==> config.mk <==
export PLATFORM = sky130hd
export DESIGN_NAME = rx_parallel_output_port
export DESIGN_NICKNAME = d
export VERILOG_FILES = /design/src/hw/pin_sync.v /design/src/hw/select_tracker.v /design/src/hw/rx_parallel_output_port.v
export VERILOG_INCLUDE_DIRS = /design/src /design/src/pkg
export SDC_FILE = /design/constraint.sdc
export NUM_CORES = 1
export LEC_CHECK = 0
export ABC_AREA = 0
export BUFFER_PORTS_ARGS = -buffer_cell sky130_fd_sc_hd__buf_2
export CAP_MARGIN = 30
export CORE_MARGIN = 5
export CORE_UTILIZATION = 40
export CTS_BUF_LIST = sky130_fd_sc_hd__clkbuf_2 sky130_fd_sc_hd__clkbuf_4 sky130_fd_sc_hd__clkbuf_8
export DETAILED_ROUTE_END_ITERATION = 7
export GPL_ROUTABILITY_DRIVEN = 0
export PLACE_DENSITY = 0.62
export SYNTH_ARGS = -nofsm -noshare
export SYNTH_HDL_FRONTEND = slang
export SYNTH_SLANG_ARGS = --single-unit
==> constraint.sdc <==
create_clock -name pclk -period 2.3 [get_ports pclk]
set_clock_uncertainty 0.1 [all_clocks]
set_input_delay 0.115 -clock pclk [delete_from_list [all_inputs] [get_ports pclk]]
set_output_delay 0.115 -clock pclk [all_outputs]
set_load 0.02 [all_outputs]
==> src/pkg/rx_port_map.vh <==
// register offsets, field positions and reset values of the receive output port
`ifndef RX_PORT_MAP_VH
`define RX_PORT_MAP_VH

// ------------------------------------------------------------
// apb register offsets
// ------------------------------------------------------------
`define ADDR_W          8
`define ADDR_CTRL       8'h00
`define ADDR_STATUS     8'h04
`define ADDR_COUNT      8'h08
`define ADDR_PINS       8'h0c
`define ADDR_UNDER      8'h10

// ------------------------------------------------------------
// control fields
// ------------------------------------------------------------
`define CTRL_W          4
`define CTRL_WIDTH8     0
`define CTRL_DEC_EN     1
`define CTRL_FIFO_EN    2
`define CTRL_OUT_DIS    3
`define CTRL_RESET      4'h7

// ------------------------------------------------------------
// status fields
// ------------------------------------------------------------
`define STAT_SELECTED   0
`define STAT_EN_ACTIVE  1
`define STAT_FLAG       2
`define STAT_POL_HIGH   3
`define STAT_CE_LOW     4

// ------------------------------------------------------------
// widths
// ------------------------------------------------------------
`define CHAR_W          12
`define CNT_W           16

`endif

==> src/hw/pin_sync.v <==
// two-stage synchroniser for asynchronous pin inputs
`timescale 1ns/1ns
module pin_sync #(
  parameter W    = 1,
  parameter INIT = 1'b0
) (
  input  wire         pclk,
  input  wire         presetn,
  input  wire         clk_en,
  input  wire [W-1:0] pin_in,
  output wire [W-1:0] pin_sync_q
);

  reg [W-1:0] stage1_q;
  reg [W-1:0] stage2_q;

  // stage1 feeds stage2 only
  always @(posedge pclk or negedge presetn) begin
    if (!presetn) begin
      stage1_q <= {W{INIT}};
      stage2_q <= {W{INIT}};
    end else if (clk_en) begin
      stage1_q <= pin_in;
      stage2_q <= stage1_q;
    end
  end

  assign pin_sync_q = stage2_q;

endmodule

==> src/hw/select_tracker.v <==
// output enable polarity, chip select sequence and selection state
`timescale 1ns/1ns
module select_tracker (
  input  wire pclk,
  input  wire presetn,
  input  wire clk_en,
  input  wire enable_s,
  input  wire chip_select_n_s,
  input  wire polarity_high_s,
  output wire enable_active,
  output wire read_strobe,
  output wire ce_low,
  output wire selected
);

  reg ce_low_q;
  reg selected_q;
  reg selected_d;

  // ------------------------------------------------------------
  // polarity and qualification
  // ------------------------------------------------------------
  assign enable_active = polarity_high_s ? enable_s : ~enable_s;

  // a read happens on an active edge when selected or becoming selected
  assign read_strobe = enable_active & (selected_q | ce_low_q);

  always @* begin
    selected_d = selected_q;
    if (enable_active && ce_low_q) begin
      selected_d = 1'b1;
    end else if (!enable_active) begin
      selected_d = 1'b0;
    end
  end

  always @(posedge pclk or negedge presetn) begin
    if (!presetn) begin
      ce_low_q   <= 1'b0;
      selected_q <= 1'b0;
    end else if (clk_en) begin
      ce_low_q   <= ~chip_select_n_s;
      selected_q <= selected_d;
    end
  end

  assign ce_low   = ce_low_q;
  assign selected = selected_q;

endmodule

==> src/hw/rx_parallel_output_port.v <==
// receive-side parallel output port with apb control and status
`timescale 1ns/1ns
`include "rx_port_map.vh"
module rx_parallel_output_port #(
  parameter CNT_W = `CNT_W
) (
  input  wire                 pclk,
  input  wire                 presetn,
  input  wire                 clk_en,
  input  wire                 psel,
  input  wire                 penable,
  input  wire                 pwrite,
  input  wire [`ADDR_W-1:0]   paddr,
  input  wire [31:0]          pwdata,
  output wire [31:0]          prdata,
  output wire                 pready,
  output wire                 pslverr,
  input  wire                 receive_output_enable,
  input  wire                 chip_select_n,
  input  wire                 cascade_fifo_select,
  input  wire                 char_valid,
  output wire                 char_ready,
  input  wire                 char_is_cmd,
  input  wire [`CHAR_W-1:0]   char_bits,
  output wire [9:0]           receive_data_bus,
  output wire                 receive_data_bus_oe,
  output wire [1:0]           receive_command_bus,
  output wire                 receive_command_bus_oe,
  output wire                 command_data_flag,
  output wire                 command_data_flag_oe
);

  // ------------------------------------------------------------
  // pin synchronisers
  // ------------------------------------------------------------
  wire [2:0] pins_s;

  // the enable pin idles inactive for active-low hosts: pulled up
  pin_sync #(
    .W    (3),
    .INIT (1'b1)
  ) u_pin_sync (
    .pclk       (pclk),
    .presetn    (presetn),
    .clk_en     (clk_en),
    .pin_in     ({cascade_fifo_select, chip_select_n, receive_output_enable}),
    .pin_sync_q (pins_s)
  );

  // ------------------------------------------------------------
  // selection
  // ------------------------------------------------------------
  wire enable_active;
  wire read_strobe;
  wire ce_low;
  wire selected;

  select_tracker u_select (
    .pclk            (pclk),
    .presetn         (presetn),
    .clk_en          (clk_en),
    .enable_s        (pins_s[0]),
    .chip_select_n_s (pins_s[1]),
    .polarity_high_s (pins_s[2]),
    .enable_active   (enable_active),
    .read_strobe     (read_strobe),
    .ce_low          (ce_low),
    .selected        (selected)
  );

  // ------------------------------------------------------------
  // control register
  // ------------------------------------------------------------
  reg  [`CTRL_W-1:0] ctrl_q;
  wire               width8;
  wire               dec_en;
  wire               fifo_en;
  wire               out_dis;

  assign width8  = ctrl_q[`CTRL_WIDTH8];
  assign dec_en  = ctrl_q[`CTRL_DEC_EN];
  assign fifo_en = ctrl_q[`CTRL_FIFO_EN];
  assign out_dis = ctrl_q[`CTRL_OUT_DIS];

  // ------------------------------------------------------------
  // apb decode
  // ------------------------------------------------------------
  wire apb_access;
  wire apb_write;
  wire apb_setup;
  reg  addr_hit;
  reg  rd_valid_q;

  always @* begin
    case (paddr)
      `ADDR_CTRL:   addr_hit = 1'b1;
      `ADDR_STATUS: addr_hit = 1'b1;
      `ADDR_COUNT:  addr_hit = 1'b1;
      `ADDR_PINS:   addr_hit = 1'b1;
      `ADDR_UNDER:  addr_hit = 1'b1;
      default:      addr_hit = 1'b0;
    endcase
  end

  // read data must be captured at an enabled edge before pready rises,
  // so a setup phase frozen by clk_en costs one wait state, not stale data
  assign pready     = clk_en & rd_valid_q;
  assign apb_setup  = psel & ~(penable & rd_valid_q);
  assign apb_access = psel & penable & pready;
  assign apb_write  = apb_access & pwrite & addr_hit;
  assign pslverr    = psel & penable & ~addr_hit;

  always @(posedge pclk or negedge presetn) begin
    if (!presetn) begin
      rd_valid_q <= 1'b0;
    end else if (clk_en) begin
      rd_valid_q <= apb_setup;
    end
  end

  always @(posedge pclk or negedge presetn) begin
    if (!presetn) begin
      ctrl_q <= `CTRL_RESET;
    end else if (apb_write && paddr == `ADDR_CTRL) begin
      ctrl_q <= pwdata[`CTRL_W-1:0];
    end
  end

  // ------------------------------------------------------------
  // character hand-off
  // ------------------------------------------------------------
  // with the fifo bypassed characters are pushed as they arrive;
  // with it enabled the host pulls one per clock while the enable is active and the port is selected or chip select is low
  wire take;
  wire underrun;

  assign char_ready = clk_en & (fifo_en ? read_strobe : 1'b1);
  assign take       = char_valid & char_ready;
  assign underrun   = clk_en & fifo_en & read_strobe & ~char_valid;

  // ------------------------------------------------------------
  // output registers
  // ------------------------------------------------------------
  reg [9:0] data_pin_q;
  reg [9:0] data_pin_d;
  reg [1:0] cmd_pin_q;
  reg [1:0] cmd_pin_d;
  reg       flag_q;
  reg       flag_d;
  reg       oe_q;

  always @* begin
    data_pin_d = data_pin_q;
    cmd_pin_d  = cmd_pin_q;
    flag_d     = flag_q;
    if (take) begin
      if (!dec_en) begin
        // raw characters; upper two bits exist only for 12-bit ones
        data_pin_d = char_bits[9:0];
        cmd_pin_d  = width8 ? 2'b00 : char_bits[11:10];
        flag_d     = 1'b0;
      end else if (width8) begin
        if (char_is_cmd) begin
          data_pin_d[9:8] = char_bits[3:2];
          cmd_pin_d       = char_bits[1:0];
          flag_d          = 1'b1;
        end else begin
          data_pin_d[7:0] = char_bits[7:0];
          flag_d          = 1'b0;
        end
      end else begin
        if (char_is_cmd) begin
          cmd_pin_d = char_bits[1:0];
          flag_d    = 1'b1;
        end else begin
          data_pin_d = char_bits[9:0];
          flag_d     = 1'b0;
        end
      end
    end
  end

  always @(posedge pclk or negedge presetn) begin
    if (!presetn) begin
      data_pin_q <= 10'h000;
      cmd_pin_q  <= 2'h0;
      flag_q     <= 1'b0;
      oe_q       <= 1'b0;
    end else if (clk_en) begin
      data_pin_q <= data_pin_d;
      cmd_pin_q  <= cmd_pin_d;
      flag_q     <= flag_d;
      // read_strobe is the next selection state: the pins drive from the
      // selecting edge, so the first character is not presented floating
      oe_q       <= read_strobe & ~out_dis;
    end
  end

  assign receive_data_bus       = data_pin_q;
  assign receive_command_bus    = cmd_pin_q;
  assign command_data_flag      = flag_q;
  assign receive_data_bus_oe    = oe_q;
  assign receive_command_bus_oe = oe_q;
  assign command_data_flag_oe   = oe_q;

  // ------------------------------------------------------------
  // delivery and underrun counters
  // ------------------------------------------------------------
  // an event in the clearing cycle counts as one, so none is lost
  reg  [CNT_W-1:0] data_cnt_q;
  reg  [CNT_W-1:0] cmd_cnt_q;
  reg  [CNT_W-1:0] under_cnt_q;
  wire             clr_count;
  wire             clr_under;
  wire             take_cmd;
  wire             take_data;

  assign clr_count = apb_write & (paddr == `ADDR_COUNT);
  assign clr_under = apb_write & (paddr == `ADDR_UNDER);
  assign take_cmd  = take & dec_en & char_is_cmd;
  assign take_data = take & ~(dec_en & char_is_cmd);

  always @(posedge pclk or negedge presetn) begin
    if (!presetn) begin
      data_cnt_q  <= {CNT_W{1'b0}};
      cmd_cnt_q   <= {CNT_W{1'b0}};
      under_cnt_q <= {CNT_W{1'b0}};
    end else if (clk_en) begin
      if (clr_count) begin
        data_cnt_q <= {{(CNT_W-1){1'b0}}, take_data};
        cmd_cnt_q  <= {{(CNT_W-1){1'b0}}, take_cmd};
      end else begin
        if (take_data && ~&data_cnt_q) begin
          data_cnt_q <= data_cnt_q + {{(CNT_W-1){1'b0}}, 1'b1};
        end
        if (take_cmd && ~&cmd_cnt_q) begin
          cmd_cnt_q <= cmd_cnt_q + {{(CNT_W-1){1'b0}}, 1'b1};
        end
      end
      if (clr_under) begin
        under_cnt_q <= {{(CNT_W-1){1'b0}}, underrun};
      end else if (underrun && ~&under_cnt_q) begin
        under_cnt_q <= under_cnt_q + {{(CNT_W-1){1'b0}}, 1'b1};
      end
    end
  end

  // ------------------------------------------------------------
  // read data
  // ------------------------------------------------------------
  // sampled in the setup phase so prdata comes from a flip-flop
  reg [31:0] rdata_d;
  reg [31:0] prdata_q;
  wire [15:0] data_cnt16;
  wire [15:0] cmd_cnt16;
  wire [15:0] under_cnt16;

  generate
    if (CNT_W >= 16) begin : g_cnt_trim
      assign data_cnt16  = data_cnt_q[15:0];
      assign cmd_cnt16   = cmd_cnt_q[15:0];
      assign under_cnt16 = under_cnt_q[15:0];
    end else begin : g_cnt_pad
      assign data_cnt16  = {{(16-CNT_W){1'b0}}, data_cnt_q};
      assign cmd_cnt16   = {{(16-CNT_W){1'b0}}, cmd_cnt_q};
      assign under_cnt16 = {{(16-CNT_W){1'b0}}, under_cnt_q};
    end
  endgenerate

  always @* begin
    rdata_d = 32'h0000_0000;
    case (paddr)
      `ADDR_CTRL: begin
        rdata_d[`CTRL_W-1:0] = ctrl_q;
      end
      `ADDR_STATUS: begin
        rdata_d[`STAT_SELECTED]  = selected;
        rdata_d[`STAT_EN_ACTIVE] = enable_active;
        rdata_d[`STAT_FLAG]      = flag_q;
        rdata_d[`STAT_POL_HIGH]  = pins_s[2];
        rdata_d[`STAT_CE_LOW]    = ce_low;
      end
      `ADDR_COUNT: begin
        rdata_d = {cmd_cnt16, data_cnt16};
      end
      `ADDR_PINS: begin
        rdata_d[9:0]   = data_pin_q;
        rdata_d[11:10] = cmd_pin_q;
        rdata_d[12]    = flag_q;
        rdata_d[13]    = oe_q;
      end
      `ADDR_UNDER: begin
        rdata_d[15:0] = under_cnt16;
      end
      default: begin
        rdata_d = 32'h0000_0000;
      end
    endcase
  end

  always @(posedge pclk or negedge presetn) begin
    if (!presetn) begin
      prdata_q <= 32'h0000_0000;
    end else if (clk_en && apb_setup) begin
      prdata_q <= rdata_d;
    end
  end

  assign prdata = prdata_q;

endmodule

==> summary.txt <==
Core ar. - 13,300 µm²
crit path max fanout - 25
Leak - 2.96 nW
number of synthesized register bits - 107
Final period util - 0.938
Crit path arrival time - 2370 ps
Die W - 127 µm
H-tree levels - 3
Sum Neg Setup Slack - 0 ps
post-layout util - 0.493
nets - 711
FF-to-FF setup slack - 140 ps
Rel. slew slack - 0.525
DP Cell Count - 789
Synth Area per Inst - 10.2 µm²
Setup-failing EPs final - 0
cts bufs inserted - 9
worst slew pin tran - 711 ps
final count of pins violating max slew - 0
Gate Count Post-Synth - 534
row cnt - 42
DRT Wirelength - 14.3 mm
Pwr per Cell Area - 607 nW/µm²
unrepaired setup endpoints after global routing - no
DRT iter0 DRCs - 309
Hold EP - u_select.selected$_DFFE_PN0P_
kind of critical path - register to register
worst hold path class - input port to register
CP Cell Sequence - xnor2_1 > a21o_1 > o211ai_2 > buf_12 > or4_1 > a21oi_1
Total Die Area - 16,000 µm²
max-cap viol count - 0
Tmin final - 2160 ps
routing usage on met2 - 0.281
FF-to-FF path depth - 6
First-pass DRT Iterations - 4
starting density of the core - 0.409
GR peak layer - met2
clk root buf - clkbuf_8
All-Layer GR Usage - 0.182
clock buffer depth - 2
vias - 4,623
postcts setup bufs - 0
initial antenna violation count - 0
worst vdd ir - 338 µV
crit path launch type - register
syn nets - 600
routed len/inst - 17.3 µm
final hold vios - 0
largest net degree at the start of global routing - 46
Crit-path slowest cell - dfstp_2
Die Y - 127 µm
Synth cell types - 61
IO Pins - 114
Final ANT Viol Nets - 0
area grow syn2layout - 20.7%
sequential share of the synthesized area - 0.495
# clock sinks - 107
DRC violations left - 0
via count of the first global-routing pass - 4,563
fin cells - 826
Post-DP HPWL - 10.4 mm
met1 demand-to-capacity share in global routing - 0.255
number of synthesized flops with an enable pin - 0
Worst-path clk slew - 90 ps
Worst Hold Depth - 3
Peak Freq - 0.464 GHz
Ys Warns - 0
Synth Flop Type - dfrtp_1
CP required - 2510 ps
RR Endpoint - data_cnt16[13]$_DFFE_PN0P_
outcome - complete, no violations
CTS tree - built
met3 Use GR - 0.0332
Synth Cell Area - 5430 µm²
beginning of the worst hold path - clk_en
n_diodes - 0
Hold Worst Slack - 79.1 ps
vias per inst - 5.60
Power, Total - 3.98 mW
largest stage delay on the critical path - 570 ps
Worst-Skew Late Latency - 390 ps
Port Buffers - 85
Async SR Flop Fraction - 1.00
Critical R2R Launch - u_pin_sync.pin_sync_q[2]$_DFFE_PN1P_
multi-input combinational cell area - 2600 µm²
Setup crit end kind - register
first-pass GRT wire length - 23.6 mm
Register Area - 2690 µm²
total grt overflow - 0
share of cells above drive strength 1 - 0.258
Fill cells - 1,231
[cells by family (layout without fill, tap and decap cells)]
logic type | after synthesis | count (layout) | synth area share
mux | 28 | 28 | 0.0580
buf+inv | 34 | 150 | 0.0309
flops | 107 | 107 | 0.495
fa+ha+maj | 3 | 3 | 0.00691
simple gates | 194 | 194 | 0.195
compound gates | 151 | 151 | 0.187
xor+xnor | 17 | 17 | 0.0274
[Yosys cell counts, types with 2 or more instances]
cell type | n | area share
and3_1 | 10 | 0.012
a2bb2oi_1 | 3 | 0.0048
a21o_1 | 2 | 0.0028
buf_6 | 2 | 0.0041
nor4_1 | 3 | 0.0035
o211ai_1 | 7 | 0.0097
o31ai_1 | 6 | 0.0083
ha_1 | 3 | 0.0069
nand3_2 | 2 | 0.0037
or4_1 | 9 | 0.012
and4_1 | 6 | 0.0097
nand3b_1 | 2 | 0.0028
mux2_2 | 18 | 0.037
a21oi_1 | 33 | 0.030
xnor2_1 | 6 | 0.0097
nand2_1 | 50 | 0.035
nor2_1 | 36 | 0.025
xor2_1 | 11 | 0.018
clkbuf_1 | 14 | 0.0097
o21ai_0 | 40 | 0.037
a31oi_1 | 2 | 0.0023
o211ai_2 | 2 | 0.0046
and2_1 | 7 | 0.0081
a22oi_1 | 16 | 0.022
dfstp_2 | 9 | 0.044
and3b_1 | 3 | 0.0048
dfrtp_1 | 98 | 0.45
nand3_1 | 21 | 0.019
or2_2 | 2 | 0.0023
nor2b_1 | 3 | 0.0035
buf_4 | 4 | 0.0055
or3_1 | 17 | 0.020
inv_1 | 5 | 0.0035
o2111ai_1 | 3 | 0.0048
nor3_1 | 5 | 0.0046
a22o_1 | 25 | 0.040
buf_2 | 8 | 0.0074
o21ai_1 | 2 | 0.0018
nand4_1 | 9 | 0.010
mux2i_1 | 9 | 0.017
[through the flow]
stage          area [µm²]  worst slack (ps)
2_1_floorplan        5430               286
3_3_place_gp         6140              57.6
3_5_place_dp         6140              34.1
4_1_cts              6540              30.4
5_1_grt              6560              22.7
6_report             6560               143
[power breakdown]
part           total, mW  internal, mW  switching (mW)
combinational      0.675         0.288           0.387
clock               1.12         0.488           0.628
sequential          2.19          2.02           0.172
[how the worst max path moves through the flow]
stage,startpoint,end,slack (ps)
5_1_grt,u_pin_sync.pin_sync_q[2]$_DFFE_PN1P_,receive_command_bus[0]$_DFFE_PN0P_,20
3_3_place_gp,u_pin_sync.pin_sync_q[2]$_DFFE_PN1P_,under_cnt16[15]$_DFFE_PN0P_,60
6_report,u_pin_sync.pin_sync_q[2]$_DFFE_PN1P_,data_cnt16[13]$_DFFE_PN0P_,140
4_1_cts,u_pin_sync.pin_sync_q[2]$_DFFE_PN1P_,under_cnt16[15]$_DFFE_PN0P_,30
2_1_floorplan,u_pin_sync.pin_sync_q[2]$_DFFE_PN1P_,under_cnt16[12]$_DFFE_PN0P_,290
3_5_place_dp,u_pin_sync.pin_sync_q[2]$_DFFE_PN1P_,under_cnt16[15]$_DFFE_PN0P_,30
[timing repair]
| action | CTS | global route |
|---|---|---|
| endpoints found under the setup margin | 0 | 7 |
| endpoints found under the hold margin | 62 | 0 |
| hold buffers | 21 | 0 |
| resized for setup | 0 | 4 |
[flip-flops by register name, summed over array words and instances (netlist names), 2 cells and up]
| signal | flops |
|---|---|
| u_pin_sync.pin_sync_q | 3 |
| under_cnt16 | 16 |
| ctrl_q | 4 |
| cmd_cnt16 | 16 |
| receive_command_bus | 2 |
| data_cnt16 | 16 |
| prdata | 32 |
| receive_data_bus | 10 |
| u_pin_sync.stage1_q | 3 |
[metal layers]
layer  wire length [µm]  vias up
met5                  0        -
met4                278        0
met3                782       19
met2               6500      101
met1               6720     2288
li1                   -     2215
[placed cells by master (no fill, tap or decap), drive strengths merged, types with 10 or more instances in the layout]
cell and n:
a21oi 33, xor2 11, nand2 50, dlygate4sd3 21
a22o 25, dfrtp 98, o21ai 42, mux2 18
buf 108, clkbuf 14, nand3 23, a22oi 16
nor2 36, and3 10, or3 17, or4 10
[layout make-up]
cell class / count / share of cell area
clock inverters: 2 / 0.00153
repair buffers: 129 / 0.129
inverters: 5 / 0.00286
clock buffers: 14 / 0.0265
flip-flops and latches: 107 / 0.410
well taps: 176 / 0.0336
multi-input cells: 393 / 0.396
[worst max-delay path, delay by kind of cell (launching register included)]
kind	cells	cell delay (ps)
AO/OA/AOI/OAI	3	550
flip-flops	1	570
buffers and inverters	1	180
AND/OR/NAND/NOR	1	460
XOR/XNOR	1	210
Note: power is estimated with default switching activity, not from simulation.
